--- src/verilog/mhbsd_pkg.sv ---
// constants and types shared by the host bus strobe decoder
package mhbsd_pkg;
   // host bus modes, selected by a static strap
   typedef enum logic [2:0] {
      MHBSD_GENERIC_SPLIT    = 3'h0,
      MHBSD_GENERIC_HIGHBYTE = 3'h1,
      MHBSD_STROBE_START     = 3'h2,
      MHBSD_DUAL_STROBE      = 3'h3,
      MHBSD_SIZED_STROBE     = 3'h4,
      MHBSD_BYTE_LANE_OE     = 3'h5,
      MHBSD_SPLIT_WE         = 3'h6
   } mhbsd_mode_e;

   // access state machine, gray coded along idle -> busy -> done
   typedef enum logic [1:0] {
      MHBSD_IDLE = 2'h0,
      MHBSD_BUSY = 2'h1,
      MHBSD_DONE = 2'h3
   } mhbsd_state_e;

   localparam logic [2:0] MHBSD_MODE_RESET  = 3'h0;
   localparam logic [1:0] MHBSD_SYNC_RESET  = 2'h0;
   localparam int         MHBSD_CLK_HZ      = 50000000;
   // cycles the wait output stays active before the done cycle
   localparam logic [1:0] MHBSD_WAIT_CYCLES = 2'h2;
   localparam int         MHBSD_LANE_LO     = 0;
   localparam int         MHBSD_LANE_HI     = 1;
endpackage

--- src/verilog/mhbsd_sync.sv ---
// two flip-flop synchroniser for a group of pin inputs
`timescale 1ns/100ps
module mhbsd_sync #(
   parameter int          WIDTH = 8,
   parameter logic [31:0] INIT  = 32'h0
) (
   input  wire logic             ref_clk,
   input  wire logic             rst_n,
   input  wire logic [WIDTH-1:0] pin_in,
   output logic      [WIDTH-1:0] pin_sync
);
   logic [WIDTH-1:0] meta_reg;

   // first stage feeds only the second stage
   always_ff @(posedge ref_clk or negedge rst_n) begin
      if (!rst_n) begin
         meta_reg <= INIT[WIDTH-1:0];
         pin_sync <= INIT[WIDTH-1:0];
      end else begin
         meta_reg <= pin_in;
         pin_sync <= meta_reg;
      end
   end
endmodule

--- src/verilog/mhbsd_top.sv ---
// host bus strobe decoder: pins to internal byte-lane read/write requests
// Operation
// - address space select high picks display memory
// - cycles accepted only with chip select low
// - generic split: write strobes per byte lane
// - generic split: read strobe low lane, direction low reads high lane
// - generic highbyte: write, high-byte enable, read
// - strobe start: start, two writes, read strobe
// - strobe start: direction decodes cycle early
// - dual strobe: address, upper strobe, direction
// - sized strobe: size bits, single data strobe
// - sized strobe: address strobe and direction
// - byte lane oe: lane enables, output enable
// - byte lane oe: direction high means read
// - split write enable: lane writes, output enable
// - lowest address pin used in three modes
// - wait active, then inactive, then released
// - reset clears registers, sync flops load strobes idle high, outputs inactive
`timescale 1ns/100ps
module mhbsd_top (
   input  wire logic       ref_clk,
   input  wire logic       rst_n,
   input  wire logic [2:0] mode_strap,
   input  wire logic       wait_pol_strap,
   input  wire logic       chip_select_n,
   input  wire logic       space_select,
   input  wire logic       bus_start_pin,
   input  wire logic       direction_pin,
   input  wire logic       read_strobe_pin,
   input  wire logic       first_write_strobe_pin,
   input  wire logic       second_write_strobe_pin,
   input  wire logic       address_bit0_pin,
   output logic            req_valid_reg,
   output logic            req_write_reg,
   output logic            req_memory_reg,
   output logic [1:0]      req_lanes_reg,
   output logic [1:0]      req_size_reg,
   output logic            wait_out_reg,
   output logic            wait_oe_n_reg
);
   logic [8:0]                 pins_sync;
   logic                       cs_n_s;
   logic                       mr_s;
   logic                       bs_n_s;
   logic                       dir_s;
   logic                       rd_n_s;
   logic                       we0_n_s;
   logic                       we1_n_s;
   logic                       ab0_s;
   logic                       strap_done_reg;
   logic                       wait_pol_reg;
   mhbsd_pkg::mhbsd_mode_e     mode_reg;
   mhbsd_pkg::mhbsd_state_e    state_reg;
   logic                       early_read_reg;
   logic [1:0]                 wait_cnt_reg;
   logic                       act_rd;
   logic                       act_wr;
   logic [1:0]                 act_lanes;
   logic [1:0]                 act_size;
   logic                       cycle_on;

   // all bus pins cross two flops; strobes idle high
   mhbsd_sync #(
      .WIDTH (9),
      .INIT  (32'h000001fe)
   ) u_sync (
      .ref_clk  (ref_clk),
      .rst_n    (rst_n),
      .pin_in   ({chip_select_n, bus_start_pin, direction_pin, read_strobe_pin,
                  first_write_strobe_pin, second_write_strobe_pin, space_select,
                  address_bit0_pin, 1'b0}),
      .pin_sync (pins_sync)
   );
   assign cs_n_s  = pins_sync[8];
   assign bs_n_s  = pins_sync[7];
   assign dir_s   = pins_sync[6];
   assign rd_n_s  = pins_sync[5];
   assign we0_n_s = pins_sync[4];
   assign we1_n_s = pins_sync[3];
   assign mr_s    = pins_sync[2];
   assign ab0_s   = pins_sync[1];

   // lane pair from an address bit: even byte low lane, odd high lane
   function automatic logic [1:0] lane_from_a0(input logic a0);
      lane_from_a0 = a0 ? 2'h2 : 2'h1;
   endfunction

   // straps caught once on the first clock after release, never async
   always_ff @(posedge ref_clk or negedge rst_n) begin
      if (!rst_n) begin
         strap_done_reg <= 1'b0;
         mode_reg       <= mhbsd_pkg::mhbsd_mode_e'(mhbsd_pkg::MHBSD_MODE_RESET);
         wait_pol_reg   <= 1'b0;
      end else if (!strap_done_reg) begin
         strap_done_reg <= 1'b1;
         mode_reg       <= mhbsd_pkg::mhbsd_mode_e'(mode_strap);
         wait_pol_reg   <= wait_pol_strap;
      end
   end

   // early direction capture on the start-of-cycle strobe
   always_ff @(posedge ref_clk or negedge rst_n) begin
      if (!rst_n) begin
         early_read_reg <= 1'b0;
      end else if (!bs_n_s && !cs_n_s) begin
         early_read_reg <= dir_s;
      end
   end

   // per-mode decode of the strobe pins into a read or write and lanes
   always_comb begin
      act_rd    = 1'b0;
      act_wr    = 1'b0;
      act_lanes = 2'h0;
      act_size  = 2'h0;
      case (mode_reg)
         mhbsd_pkg::MHBSD_GENERIC_SPLIT: begin
            act_wr    = !we0_n_s || !we1_n_s;
            act_rd    = !rd_n_s || !dir_s;
            act_lanes = act_wr ? {!we1_n_s, !we0_n_s} : {!dir_s, !rd_n_s};
         end
         mhbsd_pkg::MHBSD_GENERIC_HIGHBYTE: begin
            act_wr    = !we0_n_s;
            act_rd    = !rd_n_s;
            act_lanes = {!we1_n_s, !ab0_s};
         end
         mhbsd_pkg::MHBSD_STROBE_START: begin
            act_wr    = !early_read_reg && (!we0_n_s || !we1_n_s);
            act_rd    = early_read_reg && !rd_n_s;
            act_lanes = act_rd ? 2'h3 : {!we1_n_s, !we0_n_s};
         end
         mhbsd_pkg::MHBSD_DUAL_STROBE: begin
            act_wr    = !bs_n_s && !dir_s && (!we1_n_s || !ab0_s);
            act_rd    = !bs_n_s && dir_s && (!we1_n_s || !ab0_s);
            act_lanes = {!we1_n_s, !ab0_s};
         end
         mhbsd_pkg::MHBSD_SIZED_STROBE: begin
            act_size  = {rd_n_s, we0_n_s};
            act_wr    = !bs_n_s && !we1_n_s && !dir_s;
            act_rd    = !bs_n_s && !we1_n_s && dir_s;
            // size 1 picks a lane by address bit 0, otherwise both
            act_lanes = (act_size == 2'h1) ? lane_from_a0(ab0_s) : 2'h3;
         end
         mhbsd_pkg::MHBSD_BYTE_LANE_OE: begin
            act_wr    = !dir_s && (!we0_n_s || !we1_n_s);
            act_rd    = dir_s && !rd_n_s;
            act_lanes = {!we1_n_s, !we0_n_s};
         end
         mhbsd_pkg::MHBSD_SPLIT_WE: begin
            act_wr    = !we0_n_s || !we1_n_s;
            act_rd    = rd_n_s ? 1'b0 : !act_wr;
            act_lanes = act_wr ? {!we1_n_s, !we0_n_s} : 2'h3;
         end
         default: begin
            act_rd    = 1'b0;
            act_wr    = 1'b0;
            act_lanes = 2'h0;
            act_size  = 2'h0;
         end
      endcase
   end

   // a request needs chip select, a decoded cycle and at least one lane
   assign cycle_on = strap_done_reg && !cs_n_s && (act_rd || act_wr) && (act_lanes != 2'h0);

   // access sequencer: one request per strobe assertion
   always_ff @(posedge ref_clk or negedge rst_n) begin
      if (!rst_n) begin
         state_reg    <= mhbsd_pkg::MHBSD_IDLE;
         wait_cnt_reg <= 2'h0;
      end else begin
         case (state_reg)
            mhbsd_pkg::MHBSD_IDLE: begin
               if (cycle_on) begin
                  state_reg    <= mhbsd_pkg::MHBSD_BUSY;
                  wait_cnt_reg <= mhbsd_pkg::MHBSD_WAIT_CYCLES;
               end
            end
            mhbsd_pkg::MHBSD_BUSY: begin
               if (wait_cnt_reg == 2'h1) begin
                  state_reg <= mhbsd_pkg::MHBSD_DONE;
               end
               wait_cnt_reg <= wait_cnt_reg - 2'h1;
            end
            mhbsd_pkg::MHBSD_DONE: begin
               // hold until strobes go away so one strobe makes one request
               if (!cycle_on) begin
                  state_reg <= mhbsd_pkg::MHBSD_IDLE;
               end
            end
            default: begin
               state_reg <= mhbsd_pkg::MHBSD_IDLE;
            end
         endcase
      end
   end

   // request outputs: one-cycle pulse, fields latched at acceptance
   always_ff @(posedge ref_clk or negedge rst_n) begin
      if (!rst_n) begin
         req_valid_reg  <= 1'b0;
         req_write_reg  <= 1'b0;
         req_memory_reg <= 1'b0;
         req_lanes_reg  <= 2'h0;
         req_size_reg   <= 2'h0;
      end else begin
         req_valid_reg <= (state_reg == mhbsd_pkg::MHBSD_IDLE) && cycle_on;
         if ((state_reg == mhbsd_pkg::MHBSD_IDLE) && cycle_on) begin
            req_write_reg  <= act_wr;
            req_memory_reg <= mr_s;
            req_lanes_reg  <= act_lanes;
            req_size_reg   <= act_size;
         end
      end
   end

   // wait pin: active while busy, inactive for the done cycle, then released
   always_ff @(posedge ref_clk or negedge rst_n) begin
      if (!rst_n) begin
         wait_out_reg  <= 1'b0;
         wait_oe_n_reg <= 1'b1;
      end else begin
         case (state_reg)
            mhbsd_pkg::MHBSD_BUSY: begin
               wait_oe_n_reg <= 1'b0;
               wait_out_reg  <= (wait_cnt_reg == 2'h1) ? !wait_pol_reg : wait_pol_reg;
            end
            mhbsd_pkg::MHBSD_IDLE: begin
               wait_oe_n_reg <= !cycle_on;
               wait_out_reg  <= wait_pol_reg;
            end
            default: begin
               wait_oe_n_reg <= 1'b1;
               wait_out_reg  <= !wait_pol_reg;
            end
         endcase
      end
   end
endmodule

--- config.mk ---
export PLATFORM = sky130hd
export DESIGN_NAME = mhbsd_top
export DESIGN_NICKNAME = d
export VERILOG_FILES = /design/src/verilog/mhbsd_pkg.sv /design/src/verilog/mhbsd_sync.sv /design/src/verilog/mhbsd_top.sv
export SDC_FILE = /design/constraint.sdc
export NUM_CORES = 1
export LEC_CHECK = 0
export ABC_CLOCK_PERIOD_IN_PS = 2800
export BUFFER_PORTS_ARGS = -buffer_cell sky130_fd_sc_hd__buf_4
export CORE_UTILIZATION = 30
export CTS_CLUSTER_SIZE = 25
export DETAILED_ROUTE_END_ITERATION = 16
export GPL_ROUTABILITY_DRIVEN = 0
export PLACE_DENSITY = 0.46
export SLEW_MARGIN = 20
export SYNTH_ARGS = -nofsm -noshare
export SYNTH_HDL_FRONTEND = slang
export SYNTH_SLANG_ARGS = --single-unit
--- constraint.sdc ---
create_clock -name ref_clk -period 2.8 [get_ports ref_clk]
set_clock_uncertainty 0.2 [all_clocks]
set_input_delay 0.14 -clock ref_clk [delete_from_list [all_inputs] [get_ports ref_clk]]
set_output_delay 0.14 -clock ref_clk [all_outputs]
set_load 0.01 [all_outputs]
==> results.md <==
- The flow ran to the end, and the final reports show no timing, DRC or antenna violations.
- For this design the ratio of total power to cell area is between 700 and 800 mW/mm^2.
- The number of DRC markers in iteration 0 is 46.
- Dividing the detail-routed via count by the number of cells gives ~4.8.
- The total via count after detailed routing is 1079.
- The starting utilization of the core area is between 30% and 40%.
- The switching power of the nets is 0.434 mW.
- The worst hold path belongs to the class input pin to asynchronous set/reset pin.
- The share of cell area taken by muxes after synthesis is 8.07%.
- The top cell types in the final layout, fill and taps aside, are sky130_fd_sc_hd__buf_4, sky130_fd_sc_hd__dfrtp_1, sky130_fd_sc_hd__dfstp_2.
- The aggregate negative setup slack is 0 ns.
- The total global-route track usage is 12.5%.
- The portion of total power attributed to the clock network is 29.2%.
- The prevailing post-synth register cell is sky130_fd_sc_hd__dfrtp_1.
- The number of antenna violations at the first check in global routing came to 0.
- The total area inside the core boundary comes to 0.00479 sq mm.
- The overall overflow remaining after global route is 0.
- The startpoint identified for the worst register-to-register timing path is mode_reg[2].
- The post-CTS setup-driven buffer insertion count is 0.
- The async set or reset register ratio after synthesis is 100%.
- The number of unique standard cell types used by synthesis is 46.
- The number of endpoints with negative hold slack in the final report was 0.
- Dividing the detail-routed wire length by the instance count gives 12.8 microns.
- Summed over all cells, the static leakage comes to around 0.88 nW.
- For met3 alone, demand over resource in global routing was around 4%.
- The setup path with the least slack is of type register to register.
- The maximum number of pins on one net before global-route repair is 36.
- The number of enable-type register cells in the synthesized netlist is 0.
- The first TritonRoute pass finished after 5 iterations.
- In the global route stage, met1 resource usage came out at 13.7%.
- In this run the cell area measured after placement is 0.00173 sq mm.
- After clock tree synthesis, the flow added hold-fix buffers numbering 13.
- The total standard cell area after synthesis is 0.00152 sq mm.
- The met2 global-route usage is a little over a fifth.
- Summing the sequential cell areas from Yosys gives 59.1% of the chip area.
- The number of nets still failing antenna checks after routing is 0.
- CTS saw 35 sinks.
- Setup violations remaining at the end of the flow were counted as 0.
- In this run the number of H-tree levels came out at 2.
- Setup slack on the worst reg-to-reg path comes out at 0.29 ns.
- The clock-pin slew of the registers on the worst-case setup and hold paths is 0.07 ns.
- Along the worst path, the maximum fanout reaches 13.
- The startpoint type of the worst setup path is a register.
- Headroom to the max-slew limit came out at between 60% and 70%.
- For the worst setup path, the data arrival time is around 2.5 ns.
- The longest clock path from root to sink contains 2 buffers.
- The post-route netlist has 42.8% of its cells at a drive strength greater than 1.
- Per report_power, the sequential group accounts for between 40 and 50% of the total.
- The internal power contribution is between 1 and 1.5 mW.
- Setup repair after global routing left no endpoint under its margin.
- Dividing the synthesized area by the synthesized cell count gives around 13 sq um.
- After synthesis, the largest family of logic cells by area is simple AND/OR/NAND/NOR gates.
- The required time of the worst setup path is 2.77 ns.
- Of the total synthesized cell area, the portion taken by full adders, half adders and majority gates is under 10%.
- The HPWL reported at the end of detailed placement is slightly above 2000 microns.
- The via count of the first global-routing pass was 1085.
- The die covers 0.00535 sq mm.
- The worst-case IR drop observed on VDD is 0.297 mV.
- The height of the die is about 73 microns.
- The horizontal extent of the die is 73.2 microns.
- The area growth from synthesis to layout is 29.9%.
- The root buffer cell chosen for the clock tree is sky130_fd_sc_hd__clkbuf_8.
- Static timing analysis puts the maximum clock frequency at roughly 0.4 GHz.
- The pin slew with the least headroom to its limit is between 0.5 and 0.6 ns.
- The final antenna diode count is 0.
- The final net count is 173.
- TritonCTS built the clock tree.
- TritonCTS created 5 clock buffers.
- The leading cell type in the layout, fill and taps excluded is sky130_fd_sc_hd__buf_4.
- The destination of the worst register-to-register timing path is req_size_reg[0].
- Net switching is 28.4% of the power.
- Summing the areas of all xor and xnor instances in the mapped netlist gives 0.577% of the synthesized area.
- The Yosys step of the flow raised 0 warnings.
- The sum of routed wire length over all layers is 2890 microns.
- In the synthesized netlist, the number of instances is 120.
- The worst path needs roughly 2.5 ns of the cycle, external delays included.
- The post-cts sizing count is 0.
- After global routing, the most crowded layer is met2.
- The first global-routing pass estimated about 4900 microns of wire.
- The combinational cell fraction of total power is around a quarter.
- Across the run, the number of max-cap violations was 0.
- After detailed routing, the number of remaining DRC violations is 0.
- The final core utilization is 41.2%.
- The number of max-slew violations in the final report is 0.
- The number of nets produced by synthesis is ~140.
- The complex-gate fraction of the synthesized area is about an eighth.
- The worst setup path is captured at a register.
- After Yosys synthesis, and, or, nand and nor cells account for 13.3% of the synthesized area.
- After floorplanning, the core was divided into 25 placement rows.
- The design draws ~1.5 mW.
- In this run the tool buffered the top-level ports with 22 buffer cells.
- 23 I/O pins were placed.
- The cell depth of the worst flop-to-flop path is 6.
- The final design area excluding fillers is 0.00197 sq mm.
- After synthesis the netlist holds a flip-flop and latch count of 35.
- The final clock period utilization by the worst path is around nine tenths.
- The later pin in the worst-skew pair is clocked with a latency of about 0.28 ns.
- The minimum hold slack is between 0.1 and 0.15 ns.
per-layer routing:
metal / part of all wire, % / wire (microns)
met1: 43 / 1230
met2: 51 / 1460
met3: 4.6 / 134
met4: 2.2 / 63
met5: 0 / 0
synthesized netlist by cell type (2+ instances only):
cell                       count  area (sq um)
sky130_fd_sc_hd__dfrtp_1      18           450
sky130_fd_sc_hd__dfstp_2      17           447
sky130_fd_sc_hd__mux2_2       10           113
sky130_fd_sc_hd__inv_1         9          33.8
sky130_fd_sc_hd__nand2_1       8          30.0
sky130_fd_sc_hd__a21oi_1       6          30.0
sky130_fd_sc_hd__nor2_1        5          18.8
sky130_fd_sc_hd__nor2b_1       3          18.8
sky130_fd_sc_hd__o21ai_0       3          15.0
sky130_fd_sc_hd__and4bb_2      2          25.0
sky130_fd_sc_hd__nand2b_1      2          12.5
sky130_fd_sc_hd__o22ai_1       2          12.5
sky130_fd_sc_hd__o32ai_1       2          17.5
power by group through the flow:
stage / registers [mW] / clock network, mW / logic, mW
floorplan: 0.710 / 0 / 0.212
global placement: 0.707 / 0 / 0.350
detailed placement: 0.713 / 0 / 0.368
CTS: 0.706 / 0.464 / 0.381
global route: 0.721 / 0.486 / 0.417
finish: 0.704 / 0.446 / 0.376
worst max-delay path, stage by stage (launching register included):
cell	delay, ns
sky130_fd_sc_hd__dfrtp_1	0.54
sky130_fd_sc_hd__nor2b_1	0.49
sky130_fd_sc_hd__a32oi_1	0.17
sky130_fd_sc_hd__o32ai_1	0.22
sky130_fd_sc_hd__a211o_1	0.22
sky130_fd_sc_hd__nand4_2	0.22
sky130_fd_sc_hd__mux2_2	0.34
stage by stage:
| step | std cells | setup WS, ns |
|---|---|---|
| after detailed placement | 205 | 0.279 |
| after global placement | 205 | 0.347 |
| after floorplan | 120 | 0.496 |
| after CTS | 226 | 0.267 |
| final | 226 | 0.288 |
| after global routing | 226 | 0.0931 |
cells by family (layout without fill, tap and decap cells):
group           count (synthesis)  after routing
fa+ha+maj                       2              2
buf+inv                        13             52
xor+xnor                        1              1
mux                            11             11
simple gates                   31             31
compound gates                 26             26
flops                          35             35
other cells                     1              1
final cells by class:
cell class                 count  area [sq um]
clock buffer                   5          68.8
clock inverter                 3          43.8
fill                         460          2810
inverter                       9          33.8
multi-input combinational     72           551
sequential                    35           897
tap                           67          83.8
timing repair buffer          35           295
worst max-delay path by stage:
| stage | from | end | slack (ns) | cells past startpoint |
|---|---|---|---|---|
| after floorplan | u_sync.pin_sync[4] | req_lanes_reg[0] | 0.50 | 6 |
| after global placement | mode_reg[2] | req_lanes_reg[0] | 0.35 | 6 |
| after detailed placement | mode_reg[2] | req_memory_reg | 0.28 | 6 |
| after CTS | mode_reg[2] | req_size_reg[0] | 0.27 | 6 |
| after global routing | mode_reg[2] | req_lanes_reg[0] | 0.09 | 6 |
| final | mode_reg[2] | req_size_reg[0] | 0.29 | 6 |
Power figures use the tool's default switching activity.
